### src/logic/lcdc_pkg.sv
`default_nettype none
package lcdc_pkg;
  // ----------------------------------------------------------------
  // register map
  // ----------------------------------------------------------------
  localparam logic [7:0] ADDR_MAIN_CFG   = 8'h95;
  localparam logic [7:0] ADDR_CLOCK_CFG  = 8'h96;
  localparam logic [7:0] ADDR_SEG_EN_LO  = 8'h97;
  localparam logic [7:0] ADDR_DRIVE_CFG  = 8'h9c;
  localparam logic [7:0] ADDR_MEM_PTR    = 8'hac;
  localparam logic [7:0] ADDR_MEM_DATA   = 8'hae;
  localparam logic [7:0] ADDR_SCREEN_CFG = 8'hb1;
  localparam logic [7:0] ADDR_SEG_EN_HI  = 8'hed;

  localparam logic [7:0] RST_MAIN_CFG    = 8'h01;
  localparam logic [7:0] RST_ZERO        = 8'h00;

  // ----------------------------------------------------------------
  // field positions
  // ----------------------------------------------------------------
  localparam int BIT_DRIVER_ON      = 7;
  localparam int BIT_DATA_CLEAR     = 6;
  localparam int BIT_BLINK_ON       = 5;
  localparam int BIT_SLEEP_OFF      = 4;
  localparam int BIT_BASE_CLK_SEL   = 3;
  localparam int BIT_BIAS_THIRD     = 2;
  localparam int BIT_EXT_LADDER     = 6;
  localparam int BIT_LEVEL_RANGE    = 5;
  localparam int MEM_WORDS          = 16;
  localparam int PTR_BITS           = 4;

  localparam logic [1:0] MUX_RESERVED = 2'h0;
  localparam logic [1:0] MUX_TWO      = 2'h1;
  localparam logic [1:0] MUX_THREE    = 2'h2;
  localparam logic [1:0] MUX_FOUR     = 2'h3;

  localparam logic [1:0] BLK_SW_OFF   = 2'h0;
  localparam logic [1:0] BLK_SW_ON    = 2'h1;
  localparam logic [1:0] BLK_FIXED    = 2'h2;
  localparam logic [1:0] BLK_PROG     = 2'h3;

  // ----------------------------------------------------------------
  // timing: half periods of blink, in 128 hz ticks
  // ----------------------------------------------------------------
  localparam int CLK_HZ          = 100_000_000;
  localparam int BASE_FAST_HZ    = 2048;
  localparam int BASE_SLOW_HZ    = 128;
  localparam int FAST_DIV_CYC    = CLK_HZ / BASE_FAST_HZ;
  localparam int SLOW_DIV_CYC    = CLK_HZ / BASE_SLOW_HZ;
  localparam logic [8:0] HALF_2HZ   = 9'h020;
  localparam logic [8:0] HALF_1HZ   = 9'h040;
  localparam logic [8:0] HALF_P5HZ  = 9'h080;
  localparam logic [8:0] HALF_P33HZ = 9'h0c0;
  localparam logic [8:0] HALF_P25HZ = 9'h100;

  typedef struct packed {
    logic       display_active;
    logic       base_clock_slow;
    logic       bias_third;
    logic [1:0] multiplex_level;
    logic       charge_pump_on;
    logic       ladder_on;
    logic [5:0] drive_level_field;
    logic [3:0] frame_divider;
  } lcdc_drive_t;
endpackage : lcdc_pkg
`default_nettype wire

### src/logic/lcdc_driver_config.sv
`timescale 1ns/1ps
`default_nettype none
module lcdc_driver_config
  import lcdc_pkg::*;
#(
  parameter int FAST_DIV = FAST_DIV_CYC,
  parameter int SLOW_DIV = SLOW_DIV_CYC
)(
  input  wire logic        clock_in,
  input  wire logic        rst_n_in,
  input  wire logic [7:0]  sfr_addr_in,
  input  wire logic [7:0]  sfr_wdata_in,
  input  wire logic        sfr_wr_in,
  input  wire logic        sfr_rd_in,
  input  wire logic        sleep_power_mode_in,
  output logic      [7:0]  sfr_rdata_out,
  output lcdc_drive_t      drive_out,
  output logic             lcd_clock_tick_out,
  output logic             blink_visible_out,
  output logic             shared_pin_common_three_out,
  output logic             shared_pin_common_two_out,
  output logic      [15:0] segment_pin_enable_out,
  output logic      [7:0]  screen_config_out,
  output logic      [7:0]  display_data_out [MEM_WORDS]
);

  // ----------------------------------------------------------------
  // register file
  // ----------------------------------------------------------------
  logic [7:0] main_cfg_r;
  logic [7:0] clock_cfg_r;
  logic [7:0] seg_en_lo_r;
  logic [7:0] drive_cfg_r;
  logic [7:0] mem_ptr_r;
  logic [7:0] screen_cfg_r;
  logic [7:0] seg_en_hi_r;
  logic [7:0] mem_r [MEM_WORDS];
  logic [7:0] rdata_nxt;
  logic       wr_main;
  logic       data_clear;
  logic       clear_now;

  assign wr_main    = sfr_wr_in && (sfr_addr_in == ADDR_MAIN_CFG);
  assign data_clear = main_cfg_r[BIT_DATA_CLEAR];
  // the write that sets the clear bit empties the memory on the same edge,
  // so stale data never outlives the register write that asked for the clear
  assign clear_now  = data_clear || (wr_main && sfr_wdata_in[BIT_DATA_CLEAR]);

  always_ff @(posedge clock_in or negedge rst_n_in)
  begin
    if (!rst_n_in)
    begin
      main_cfg_r <= RST_MAIN_CFG;
    end
    else if (wr_main)
    begin
      main_cfg_r <= sfr_wdata_in;
    end
  end

  always_ff @(posedge clock_in or negedge rst_n_in)
  begin
    if (!rst_n_in)
    begin
      clock_cfg_r  <= RST_ZERO;
      seg_en_lo_r  <= RST_ZERO;
      drive_cfg_r  <= RST_ZERO;
      mem_ptr_r    <= RST_ZERO;
      screen_cfg_r <= RST_ZERO;
      seg_en_hi_r  <= RST_ZERO;
    end
    else if (sfr_wr_in)
    begin
      unique case (sfr_addr_in)
        ADDR_CLOCK_CFG:  clock_cfg_r  <= sfr_wdata_in;
        ADDR_SEG_EN_LO:  seg_en_lo_r  <= sfr_wdata_in;
        ADDR_DRIVE_CFG:  drive_cfg_r  <= sfr_wdata_in;
        ADDR_MEM_PTR:    mem_ptr_r    <= sfr_wdata_in;
        ADDR_SCREEN_CFG: screen_cfg_r <= sfr_wdata_in;
        ADDR_SEG_EN_HI:  seg_en_hi_r  <= sfr_wdata_in;
        default:         ;
      endcase
    end
  end

  // ----------------------------------------------------------------
  // display data memory, addressed through the pointer
  // ----------------------------------------------------------------
  // clear is level sensitive: it wins over a data write in the same cycle
  always_ff @(posedge clock_in or negedge rst_n_in)
  begin
    if (!rst_n_in)
    begin
      for (int i = 0; i < MEM_WORDS; i++)
      begin
        mem_r[i] <= RST_ZERO;
      end
    end
    else if (clear_now)
    begin
      for (int i = 0; i < MEM_WORDS; i++)
      begin
        mem_r[i] <= RST_ZERO;
      end
    end
    else if (sfr_wr_in && (sfr_addr_in == ADDR_MEM_DATA))
    begin
      mem_r[mem_ptr_r[PTR_BITS-1:0]] <= sfr_wdata_in;
    end
  end

  always_comb
  begin
    rdata_nxt = RST_ZERO;
    unique case (sfr_addr_in)
      ADDR_MAIN_CFG:   rdata_nxt = main_cfg_r;
      ADDR_CLOCK_CFG:  rdata_nxt = clock_cfg_r;
      ADDR_SEG_EN_LO:  rdata_nxt = seg_en_lo_r;
      ADDR_DRIVE_CFG:  rdata_nxt = drive_cfg_r;
      ADDR_MEM_PTR:    rdata_nxt = mem_ptr_r;
      ADDR_MEM_DATA:   rdata_nxt = mem_r[mem_ptr_r[PTR_BITS-1:0]];
      ADDR_SCREEN_CFG: rdata_nxt = screen_cfg_r;
      ADDR_SEG_EN_HI:  rdata_nxt = seg_en_hi_r;
      default:         rdata_nxt = RST_ZERO;
    endcase
  end

  always_ff @(posedge clock_in or negedge rst_n_in)
  begin
    if (!rst_n_in)
    begin
      sfr_rdata_out <= RST_ZERO;
    end
    else if (sfr_rd_in)
    begin
      sfr_rdata_out <= rdata_nxt;
    end
  end

  // ----------------------------------------------------------------
  // base clock dividers
  // ----------------------------------------------------------------
  // both rates run all the time so blink timing does not depend on the selected base
  logic [19:0] fast_cnt_r;
  logic [19:0] slow_cnt_r;
  logic        fast_tick;
  logic        slow_tick;

  assign fast_tick = (fast_cnt_r == 20'(FAST_DIV - 1));
  assign slow_tick = (slow_cnt_r == 20'(SLOW_DIV - 1));

  always_ff @(posedge clock_in or negedge rst_n_in)
  begin
    if (!rst_n_in)
    begin
      fast_cnt_r <= 20'h00000;
    end
    else
    begin
      fast_cnt_r <= fast_tick ? 20'h00000 : fast_cnt_r + 20'h00001;
    end
  end

  always_ff @(posedge clock_in or negedge rst_n_in)
  begin
    if (!rst_n_in)
    begin
      slow_cnt_r <= 20'h00000;
    end
    else
    begin
      slow_cnt_r <= slow_tick ? 20'h00000 : slow_cnt_r + 20'h00001;
    end
  end

  logic display_active;
  assign display_active = main_cfg_r[BIT_DRIVER_ON] &&
                          !(sleep_power_mode_in && main_cfg_r[BIT_SLEEP_OFF]);
  // the reference for sleep operation is enabled elsewhere by software

  // base tick is gated by the driver enable so an idle panel sees no clock
  assign lcd_clock_tick_out = display_active &&
                              (main_cfg_r[BIT_BASE_CLK_SEL] ? slow_tick : fast_tick);

  // ----------------------------------------------------------------
  // blink
  // ----------------------------------------------------------------
  logic [1:0] blink_source;
  logic [1:0] blink_frequency;
  logic [8:0] half_period;
  logic [8:0] blink_cnt_r;
  logic       blink_phase_r;
  logic       blink_run;

  assign blink_source    = clock_cfg_r[7:6];
  assign blink_frequency = clock_cfg_r[5:4];
  assign blink_run       = main_cfg_r[BIT_BLINK_ON] && blink_source[1];

  always_comb
  begin
    half_period = HALF_2HZ;
    if (blink_source == BLK_PROG)
    begin
      unique case (blink_frequency)
        2'h0: half_period = HALF_1HZ;
        2'h1: half_period = HALF_P5HZ;
        2'h2: half_period = HALF_P33HZ;
        2'h3: half_period = HALF_P25HZ;
      endcase
    end
  end

  always_ff @(posedge clock_in or negedge rst_n_in)
  begin
    if (!rst_n_in)
    begin
      blink_cnt_r   <= 9'h000;
      blink_phase_r <= 1'b1;
    end
    else if (!blink_run)
    begin
      blink_cnt_r   <= 9'h000;
      blink_phase_r <= 1'b1;
    end
    else if (slow_tick)
    begin
      if (blink_cnt_r >= half_period - 9'h001)
      begin
        blink_cnt_r   <= 9'h000;
        blink_phase_r <= !blink_phase_r;
      end
      else
      begin
        blink_cnt_r <= blink_cnt_r + 9'h001;
      end
    end
  end

  always_comb
  begin
    blink_visible_out = display_active;
    if (main_cfg_r[BIT_BLINK_ON])
    begin
      unique case (blink_source)
        BLK_SW_OFF: blink_visible_out = 1'b0;
        BLK_SW_ON:  blink_visible_out = display_active;
        default:    blink_visible_out = display_active && blink_phase_r;
      endcase
    end
  end

  // ----------------------------------------------------------------
  // drive configuration and pins
  // ----------------------------------------------------------------
  always_comb
  begin
    drive_out.display_active    = display_active;
    drive_out.base_clock_slow   = main_cfg_r[BIT_BASE_CLK_SEL];
    drive_out.bias_third        = main_cfg_r[BIT_BIAS_THIRD];
    drive_out.multiplex_level   = main_cfg_r[1:0];
    drive_out.charge_pump_on    = !drive_cfg_r[BIT_EXT_LADDER];
    drive_out.ladder_on         = drive_cfg_r[BIT_EXT_LADDER];
    drive_out.drive_level_field = drive_cfg_r[5:0];
    drive_out.frame_divider     = clock_cfg_r[3:0];
  end

  // reserved code 00 leaves both pins as segments; software must not write it
  assign shared_pin_common_two_out   = main_cfg_r[1];
  assign shared_pin_common_three_out = (main_cfg_r[1:0] == MUX_FOUR);
  assign segment_pin_enable_out      = {seg_en_hi_r, seg_en_lo_r};
  assign screen_config_out           = screen_cfg_r;

  always_comb
  begin
    for (int i = 0; i < MEM_WORDS; i++)
    begin
      display_data_out[i] = mem_r[i];
    end
  end
endmodule : lcdc_driver_config
`default_nettype wire

### config.mk
export PLATFORM = sky130hd
export DESIGN_NAME = lcdc_driver_config
export DESIGN_NICKNAME = d
export VERILOG_FILES = /design/src/logic/lcdc_pkg.sv /design/src/logic/lcdc_driver_config.sv
export SDC_FILE = /design/constraint.sdc
export NUM_CORES = 1
export LEC_CHECK = 0
export BUFFER_PORTS_ARGS = -buffer_cell sky130_fd_sc_hd__buf_4
export CELL_PAD_IN_SITES_DETAIL_PLACEMENT = 0
export CELL_PAD_IN_SITES_GLOBAL_PLACEMENT = 1
export CORE_MARGIN = 5
export CORE_UTILIZATION = 45
export CTS_CLUSTER_SIZE = 25
export DETAILED_ROUTE_END_ITERATION = 6
export PLACE_DENSITY = 0.8
export SLEW_MARGIN = 30
export SYNTH_ARGS = -nofsm -noshare
export SYNTH_HDL_FRONTEND = slang
export SYNTH_SLANG_ARGS = --single-unit
### constraint.sdc
create_clock -name clock_in -period 3.2 [get_ports clock_in]
set_clock_uncertainty 0.1 [all_clocks]
set_input_delay 0.32 -clock clock_in [delete_from_list [all_inputs] [get_ports clock_in]]
set_output_delay 0.32 -clock clock_in [all_outputs]
set_load 0.02 [all_outputs]
== After elaboration in Yosys (flattened, before gate mapping) ==
Index checks and enable logic that the tools add are counted.

* Bits of input ports: 21
* Register bits after elaboration: 242
* Word-level logic and storage cells: 99
* Output and inout bits: 181

* Bitwise logic cells: 1
* Eq/ne operators: 18
* Add/sub/neg operators: 4
* Magnitude comparators: 3
* Reduce and logical (&&, ||, !) cells: 23
* Muxes and demuxes: 22

{| class="wikitable"
|+ Operators with widths
! cell !! number
|-
| two-way mux 128 bit || 2
|-
| bitwise mux 128 bit || 1
|-
| == test 8 bit, second input constant || 8
|-
| one-hot mux 8 bit (8 select lines) || 1
|-
| adder 20 x 1 -> 20 bit, second input constant || 2
|-
| two-way mux 20 bit || 2
|-
| two-way mux 9 bit || 4
|-
| one-hot mux 9 bit (4 select lines) || 1
|-
| binary-select mux 8 bit (select 4 bit) || 1
|-
| demux 8 bit (select 4 bit) || 1
|-
| two-way mux 8 bit || 3
|-
| == test 20 x 16 -> 1 bit, second input constant || 1
|-
| == test 20 bit, second input constant || 1
|-
| AND reduction 2 bit || 7
|-
| adder 9 x 1 -> 9 bit, second input constant || 1
|-
| greater-or-equal comparator 9 bit || 1
|-
| logical AND 1 bit || 9
|-
| subtractor 9 x 1 -> 9 bit, second input constant || 1
|-
| == test 2 bit, second input constant || 4
|-
| greater-or-equal comparator 5 bit, second input constant || 1
|-
| less-than comparator 5 x 1 -> 1 bit, second input constant || 1
|-
| two-way mux 1 bit || 5
|-
| NOT 4 -> 5 bit || 1
|-
| == test 2 x 1 -> 1 bit, second input constant || 2
|-
| other kinds (7) || 10
|}

== Logic depth before layout (Yosys ltp) ==
Gate-level depths: netlist (run 1).

* Depth after elaboration: 8
* Gate-level depth with buffers: 12
* Mapped depth without buffers: 11

== Worst setup path before layout (run 1) ==
OpenSTA, ideal clock, no wires.

* Kind: reg-to-reg
* Start point: reg clock_cfg_r[4]
* End point: reg blink_cnt_r[2]
* Data required time: 2.982 ns
* Path buffers: 1
* Period minus slack after synthesis: 2.531 ns
* Library setup time: 0.118 ns
* Arrival time: 2.313 ns
* Slack: 0.669 ns
* Cell stages (with the launch flop): 12
* Path through: dfrtp_1 > inv_1 > ha_1 > nor3_1 > xor2_1 > nand3_1 > ha_1 > nand3_1 > o21ai_0 > clkbuf_1 > o21ai_0 > a21o_1

* Longest elaborated chain between the ends: 8
* Elaborated cells on any way between the ends: 11
* Those cells by class: 1 x add/sub; 1 x order compare; 3 x eq/ne; 5 x mux; 1 x reduce/logical

{| class="wikitable"
|+ Ends and longest elaborated chain
! item !! RTL line !! source
|-
| start, declared || lcdc_driver_config.sv:31 || <nowiki>logic [7:0] clock_cfg_r;</nowiki>
|-
| start signal, assigned || lcdc_driver_config.sv:75 || <nowiki>ADDR_CLOCK_CFG: clock_cfg_r <= sfr_wdata_in;</nowiki>
|-
| == test 2 bit, or another cell as far along || lcdc_driver_config.sv:204 || <nowiki>unique case (blink_frequency)</nowiki>
|-
| one-hot mux 9 bit (4 select lines) (*) || lcdc_driver_config.sv:204 ||
|-
| two-way mux 9 bit (*) || lcdc_driver_config.sv:202 || <nowiki>if (blink_source == BLK_PROG)</nowiki>
|-
| subtractor 9 x 1 -> 9 bit (*) || lcdc_driver_config.sv:227 || <nowiki>if (blink_cnt_r >= half_period - 9'h001)</nowiki>
|-
| greater-or-equal comparator 9 bit (*) || lcdc_driver_config.sv:227 ||
|-
| two-way mux 9 bit (*) || lcdc_driver_config.sv:227 ||
|-
| two-way mux 9 bit (*) || lcdc_driver_config.sv:225 || <nowiki>else if (slow_tick)</nowiki>
|-
| two-way mux 9 bit (*) || lcdc_driver_config.sv:220 || <nowiki>else if (!blink_run)</nowiki>
|-
| end signal, assigned || lcdc_driver_config.sv:234 || <nowiki>blink_cnt_r <= blink_cnt_r + 9'h001;</nowiki>
|-
| end, declared || lcdc_driver_config.sv:191 || <nowiki>logic [8:0] blink_cnt_r;</nowiki>
|}

Every way passes the cells marked *; elsewhere a longest branch is shown, timed or not. The select of a mux whose other input is x is not followed.
A chain may end at the register's enable or synchronous reset.

== Worst setup path in the final report (run 1) ==
* Start point: reg clock_cfg_r[4]
* End point: reg blink_cnt_r[3]

Same word-level chain as after synthesis.

==> results of run 1 <==
[registers in the layout, indices dropped and copies added, names as in the netlist]
signal and count:
blink_phase_r 1, sfr_rdata_out 8, main_cfg_r 8, seg_en_lo_r 8
display_data_out 128, screen_config_out 8, slow_cnt_r 20, mem_ptr_r 8
blink_cnt_r 9, drive_cfg_r 8, clock_cfg_r 8, seg_en_hi_r 8
fast_cnt_r 20
[cell usage after synthesis (5+ instances only)]
cell type	n
nand2_1	73
inv_1	15
a22o_1	9
buf_1	5
nor2_1	147
buf_4	16
a22oi_1	8
a32oi_1	8
nand4_1	20
mux2_2	59
buf_2	6
and3_1	8
a21oi_1	34
a222oi_1	6
dfrtp_1	240
ha_1	11
mux4_2	32
xnor2_1	17
nand3_1	49
nor2b_1	8
nor3_1	13
xor2_1	17
clkbuf_1	60
o21ai_0	17
mux2i_1	124
o22a_1	9
[critical path, cell delays in order (launching register included)]
cell	delay, ns
dfrtp_1	0.39
inv_1	0.08
ha_1	0.21
nor2_1	0.17
xor2_1	0.18
nand3_1	0.10
ha_1	0.30
a21o_1	0.16
a211oi_1	0.21
o21ai_0	0.17
buf_4	0.21
nand2b_1	0.20
o31ai_1	0.28
[power by group through the flow]
stage	clock [mW]	combinational (mW)	sequential, mW
final	3.21	0.444	3.15
after global routing	3.41	0.480	3.16
after CTS	3.28	0.448	3.15
after detailed placement	0	0.445	3.21
after global placement	0	0.443	3.21
after floorplan	0	0.218	3.20
[stage by stage]
step	power, mW	utilization, %	cell area, um^2	instances
floorplan	3.42	-	12100	1081
global placement	3.65	52.4	14000	1572
detailed placement	3.65	52.4	14000	1572
CTS	6.88	55.9	14900	1623
global route	7.04	55.9	14900	1623
finish	6.81	55.9	14900	1623
[final timing paths]
kind	from	endpoint	slack [ns]	depth (start not counted)
setup / recovery	clock_cfg_r[4]	blink_cnt_r[3]	0.35	12
hold / removal	sfr_wdata_in[6]	drive_cfg_r[6]	0.12	3
setup reg to reg	clock_cfg_r[4]	blink_cnt_r[3]	0.35	12
hold reg to reg	fast_cnt_r[19]	fast_cnt_r[19]	0.38	1
max in group asynchronous	rst_n_in	display_data_out[63]	1.77	3
min in group asynchronous	rst_n_in	blink_cnt_r[5]	0.27	2
[area by class of cell]
| class | instances | area, um^2 |
|---|---|---|
| Inverter | 15 | 56.3 |
| Tap cell | 341 | 427 |
| Multi-Input combinational cell | 734 | 5580 |
| Clock buffer | 38 | 777 |
| Sequential cell | 242 | 6060 |
| Fill cell | 2365 | 11800 |
| Clock inverter | 12 | 145 |
| Timing Repair Buffer | 241 | 1880 |
[kinds of logic after synthesis]
logic type / count (synthesis) / share of synthesized area [%]
and+or+nand+nor: 360 / 14.1
DFF: 242 / 50.1
muxes: 215 / 21.7
xor gates and xnor gates: 34 / 2.46
adders and majority gates: 11 / 1.14
AOI/OAI and AO/OA: 114 / 6.48
buffers and inverters: 105 / 4.00
[per-layer routing]
metal	global-route usage [%]	part of all wire [%]
met1	33.9	45
met2	36.3	46
met3	4.70	6.8
met4	5.71	2.2
met5	0	0
[timing repair]
item,CTS,global route
hold buffers,1,0
endpoints found under the hold margin,77,0
setup buffers,0,0
resized for setup,0,0
==> results by group, run 1 <==
Floorplanning
  – Core area: 0.0267 mm^2
  – Die Ht: 174 um
  – Initial Util: 45.3%
  – IO Pins: 202
  – Die width: 174 um
  – Row cnt: 60
  – Die ar.: 0.0303 mm^2

GRT
  – Global-route wire length before repair: 56.6 mm
  – Largest net degree at the start of global routing: 84
  – Vias in the first global route: 9332
  – Initial antenna violation count: 0
  – Overall Global Routing Usage: 23.3%
  – Global route total overflow: 0

Synthesis
  – Post-synth net total: 1113
  – Post-synth EDFFs: 0
  – Mapped Area: 0.0121 mm^2
  – Synth warnings: 0
  – Avg Cell Area, Syn: 11.2 um^2
  – Gate Count Post-Synth: 1081
  – Top_reg_cell synth: dfrtp_1
  – Seq cells post-synth: 242
  – Ys async rst share: 100%
  – Seq/Total Area, Yosys: 50.1%
  – Yosys top cell area share: 49.6%
  – Unique masters post-synth: 56
  – Synth area leaders: dfrtp_1 50%, mux2i_1 10%, mux4_2 6.0%
  – Leading area contributor after synthesis: dfrtp_1

Setup path
  – CP max FO: 11
  – Worst EP required: 3.53 ns
  – Startpoint Class: flop
  – Critical Path AT: 3.18 ns
  – Crit. End Element: flop
  – WS Path Type: flop to flop

Detailed routing
  – Remaining DRCs: 0
  – DR iter-0 viols: 857
  – Routed WL per cell: 22.3 um
  – WL final: 36.1 mm
  – Initial DRT Pass Iterations: 6
  – Vias per cell: 5.75
  – Antenna Violating Nets Remaining: 0
  – Total number of vias: 9337

Clocking
  – Sinks on Clock Net: 242
  – Num CTS Buffers: 27
  – Reg clk slew, reported paths: 0.07 ns
  – H-tree depth: 1
  – Max Buffers Root-to-Sink: 3
  – CTS tree: built
  – Root Driver: clkbuf_16
  – Clock latency on the worst-skew pair: 0.54 ns

Place
  – Post-DP HPWL: 25.1 mm
  – Pre-CTS setup slack: 0.406 ns
  – Port-buffer cells: 201
  – GPL Wtd Cong: 0.866

Timing
  – Slew margin rel.: 54.8%
  – Min Clock Period, post-route: 2.85 ns
  – RSZ-0062 raised after global routing: false
  – Max Freq: 351 MHz
  – Hold_ws: 0.115 ns
  – Slew Limit Fails: 0
  – Setup violators final: 0
  – Least-Margin Pin Slew: 0.678 ns
  – Setup TNS: 0 ns
  – Final setup margin: 0.351 ns
  – Hold Vio Cnt, Final: 0
  – Post-route clock period utilization: 89.0%

Power
  – Leak: 7.56 nW
  – Clock Power Share: 47.2%
  – Comb pwr share: 6.5%
  – P_sw: 1.62 mW
  – P per Cell Area: 456 mW/mm^2
  – Sw frac: 23.7%
  – Flop pwr share: 46.3%
  – Internal: 5.19 mW
  – Worst vdd ir: 0.246 mV

Hold path
  – Worst Hold Class: input pin to flop

Cells and area
  – Antenna Diode Count: 0
  – Layout Nets: 1293
  – Proportion of layout cells with a drive suffix above 1: 30.5%
  – Most common cell after layout, fill and taps aside: dfrtp_1
  – Synthesis-to-layout area growth: 23.4%
  – Most frequent cells in the layout: 238 x dfrtp_1, 234 x buf_4, 147 x nor2_1

Status
  – Status: finished clean

Run
  – Number of max-cap violations: 0
Note: power is estimated with default switching activity, not from simulation.
==> run 2, diff against run 1 <==
CORE_UTILIZATION = 46   (was 45)
CTS_BUF_LIST = sky130_fd_sc_hd__clkbuf_8   (was unset)
PLACE_DENSITY = 0.81   (was 0.8)
==> run 2 against run 1 <==
Compared with the run above:
- sequential cell count did not move
- cell count increased by 1.2%
- routed wire length decreased by 0.44%
- clock power down 6.2%
- fmax up 1.4%
- core utilization rose by 1.5 points
- non-clock buffer count fell by 3
- via count is 0.73% higher
- combinational power increased by 0.9%
- sequential share of layout area is 0.070 points higher
- die area fell by 2.0%
- largest cell class unchanged
- largest power group is now registers
==> results by group, run 2 (same netlist as run 1, synthesis figures left out) <==
Cells and area
  – Layout Nets: 1306 (was 1293)
  – Post-route cell area: 0.0149 mm^2 (about the same)
  – Synthesis-to-layout area growth: 23.2% (was 23.4%)
  – Number of flip-flops in the largest register: 128 (unchanged)
  – Most common cell after layout, fill and taps aside: dfrtp_1 (unchanged)
  – Most frequent cells in the layout: 239 x dfrtp_1, 231 x buf_4, 147 x nor2_1 (was 238 x dfrtp_1, 234 x buf_4, 147 x nor2_1)
  – Proportion of layout cells with a drive suffix above 1: 31.0% (was 30.5%)
  – Antenna Diode Count: 0 (unchanged)

Detailed routing
  – WL final: 36.0 mm (was 36.1 mm)
  – Routed WL per cell: 21.9 um (was 22.3 um)
  – Vias per cell: 5.73 (was 5.75)
  – Initial DRT Pass Iterations: 5 (was 6)
  – Total number of vias: 9405 (was 9337)
  – Remaining DRCs: 0 (unchanged)
  – Antenna Violating Nets Remaining: 0 (unchanged)
  – DR iter-0 viols: 1021 (was 857)

Timing
  – Hold Vio Cnt, Final: 0 (unchanged)
  – Setup TNS: 0 ns (unchanged)
  – Post-route clock period utilization: 87.8% (was 89.0%)
  – Max Freq: 356 MHz (was 351 MHz)
  – Least-Margin Pin Slew: 0.741 ns (was 0.678 ns)
  – RSZ-0062 raised after global routing: false (unchanged)
  – Setup violators final: 0 (unchanged)
  – Slew margin rel.: 50.5% (was 54.8%)
  – Min Clock Period, post-route: 2.81 ns (was 2.85 ns)
  – Slew Limit Fails: 0 (unchanged)

Setup path
  – Critical Path AT: 3.14 ns (was 3.18 ns)
  – Worst EP required: 3.53 ns (about the same)
  – Crit path largest cell delay: 0.39 ns (about the same)
  – WS Path Type: flop to flop (unchanged)
  – CP max FO: 11 (unchanged)
  – Length in cells of the worst reg-to-reg path: 11 (was 12)
  – Crit path cell chain: inv_1 > ha_1 > nor3_1 > xor2_1 > nand3_1 > ha_1 > a211oi_1 > o21ai_0 > buf_4 > nand2b_1 > o31ai_1 (was inv_1 > ha_1 > nor2_1 > xor2_1 > nand3_1 > ha_1 > a21o_1 > a211oi_1 > o21ai_0 > buf_4 > nand2b_1 > o31ai_1)
  – R2R Path End: blink_cnt_r[3] (unchanged)
  – Reg2reg start: clock_cfg_r[4] (unchanged)
  – Startpoint Class: flop (unchanged)
  – Worst path slowest cell: dfrtp_1 (unchanged)
  – Reg2reg setup slack: 0.39 ns (was 0.35 ns)
  – Cell repeated most along the worst path: ha_1 (unchanged)
  – Crit. End Element: flop (unchanged)

GRT
  – Initial antenna violation count: 0 (unchanged)
  – Vias in the first global route: 9350 (was 9332)
  – Overall Global Routing Usage: 24.1% (was 23.3%)
  – Largest net degree at the start of global routing: 81 (was 84)
  – Global route total overflow: 0 (unchanged)
  – Global-route wire length before repair: 55.7 mm (was 56.6 mm)

Floorplanning
  – Die width: 172 um (was 174 um)
  – Die ar.: 0.0296 mm^2 (was 0.0303 mm^2)
  – Row cnt: 59 (was 60)
  – IO Pins: 202 (unchanged)
  – Die Ht: 172 um (was 174 um)
  – Core area: 0.0260 mm^2 (was 0.0267 mm^2)
  – Initial Util: 46.6% (was 45.3%)

Power
  – Leak: 7.63 nW (was 7.56 nW)
  – P per Cell Area: 444 mW/mm^2 (was 456 mW/mm^2)
  – Worst vdd ir: 0.305 mV (was 0.246 mV)

Status
  – Status: finished clean (unchanged)

Run
  – Number of max-cap violations: 0 (unchanged)

Hold path
  – Hold path startpoint: sfr_wdata_in[6] (unchanged)
  – WHS Endpoint: display_data_out[30] (was drive_cfg_r[6])
  – Hold Crit Depth: 3 (unchanged)
  – Worst Hold Class: input pin to flop (unchanged)

Clocking
  – Reg clk slew, reported paths: 0.06 ns (was 0.07 ns)
  – Root Driver: clkbuf_8 (was clkbuf_16)
  – Num CTS Buffers: 43 (was 27)
  – Max Buffers Root-to-Sink: 3 (unchanged)
  – CTS tree: built (unchanged)
  – Sinks on Clock Net: 242 (unchanged)
  – H-tree depth: 2 (was 1)
  – Clock latency on the worst-skew pair: 0.54 ns (about the same)

Place
  – GPL Wtd Cong: 0.856 (was 0.866)
  – Port-buffer cells: 201 (unchanged)
  – Placed Area: 0.0140 mm^2 (about the same)
  – Post-DP HPWL: 24.8 mm (was 25.1 mm)
run 2: critical path, delay by kind of cell, from the launching register on:
family / cells / cell delay, ns
AO/OA/AOI/OAI: 3 / 0.63
adder cells (fa/ha/maj): 2 / 0.62
AND/OR/NAND/NOR: 3 / 0.52
flip-flops: 1 / 0.39
buffers and inverters: 2 / 0.28
XOR/XNOR: 1 / 0.17
run 2: area by class of cell:
type | instances | area, um^2
multi-input combinational | 734 | 5590
fill | 2243 | 11100
timing repair buffer | 238 | 1860
sequential | 242 | 6060
tap | 335 | 419
clock buffer | 57 | 785
inverter | 15 | 56.3
clock inverter | 21 | 135
run 2: repair_timing:
| action | 4_1_cts | 5_1_grt |
|---|---|---|
| hold buffers | 1 | 0 |
| buffers inserted | 0 | 0 |
| resized for setup | 0 | 0 |
| hold endpoints to repair | 59 | 0 |
| setup endpoints to repair | 0 | 0 |
run 2: metal layers:
| layer | routed length (um) | track usage [%] |
|---|---|---|
| met1 | 16100 | 35.7 |
| met2 | 16900 | 37.5 |
| met3 | 2330 | 3.77 |
| met4 | 664 | 5.84 |
| met5 | 0 | 0 |
run 2: worst max path at each step:
stage                         startpoint                     to  slack [ns]  cells past startpoint
after floorplan           clock_cfg_r[4]         blink_cnt_r[2]        0.67                     11
after global placement    sfr_addr_in[0]  display_data_out[121]        0.44                      6
after detailed placement  clock_cfg_r[4]         blink_cnt_r[3]        0.41                     11
after CTS                 clock_cfg_r[4]         blink_cnt_r[3]        0.38                     11
after global routing      clock_cfg_r[5]         blink_cnt_r[3]        0.18                     11
final                     clock_cfg_r[4]         blink_cnt_r[3]        0.39                     11
run 2: metrics by stage:
| step | cells | util [%] | worst slack, ns | power (mW) | hold slack (ns) |
|---|---|---|---|---|---|
| 4_1_cts | 1642 | 57.4 | 0.383 | 6.69 | 0.0747 |
| 3_5_place_dp | 1563 | 53.8 | 0.410 | 3.65 | 0.201 |
| 5_1_grt | 1642 | 57.4 | 0.176 | 6.86 | 0.0974 |
| 6_report | 1642 | 57.4 | 0.392 | 6.61 | 0.109 |
| 2_1_floorplan | 1081 | - | 0.669 | 3.42 | -0.0756 |
| 3_3_place_gp | 1563 | 53.8 | 0.445 | 3.65 | 0.199 |
run 2: power by group:
group	internal [mW]	total (mW)	switching, mW	leakage (nW)
registers	3.10	3.15	0.0495	3.33
logic	0.155	0.448	0.293	3.76
clock network	1.75	3.01	1.27	0.535
total	5.00	6.61	1.61	7.63
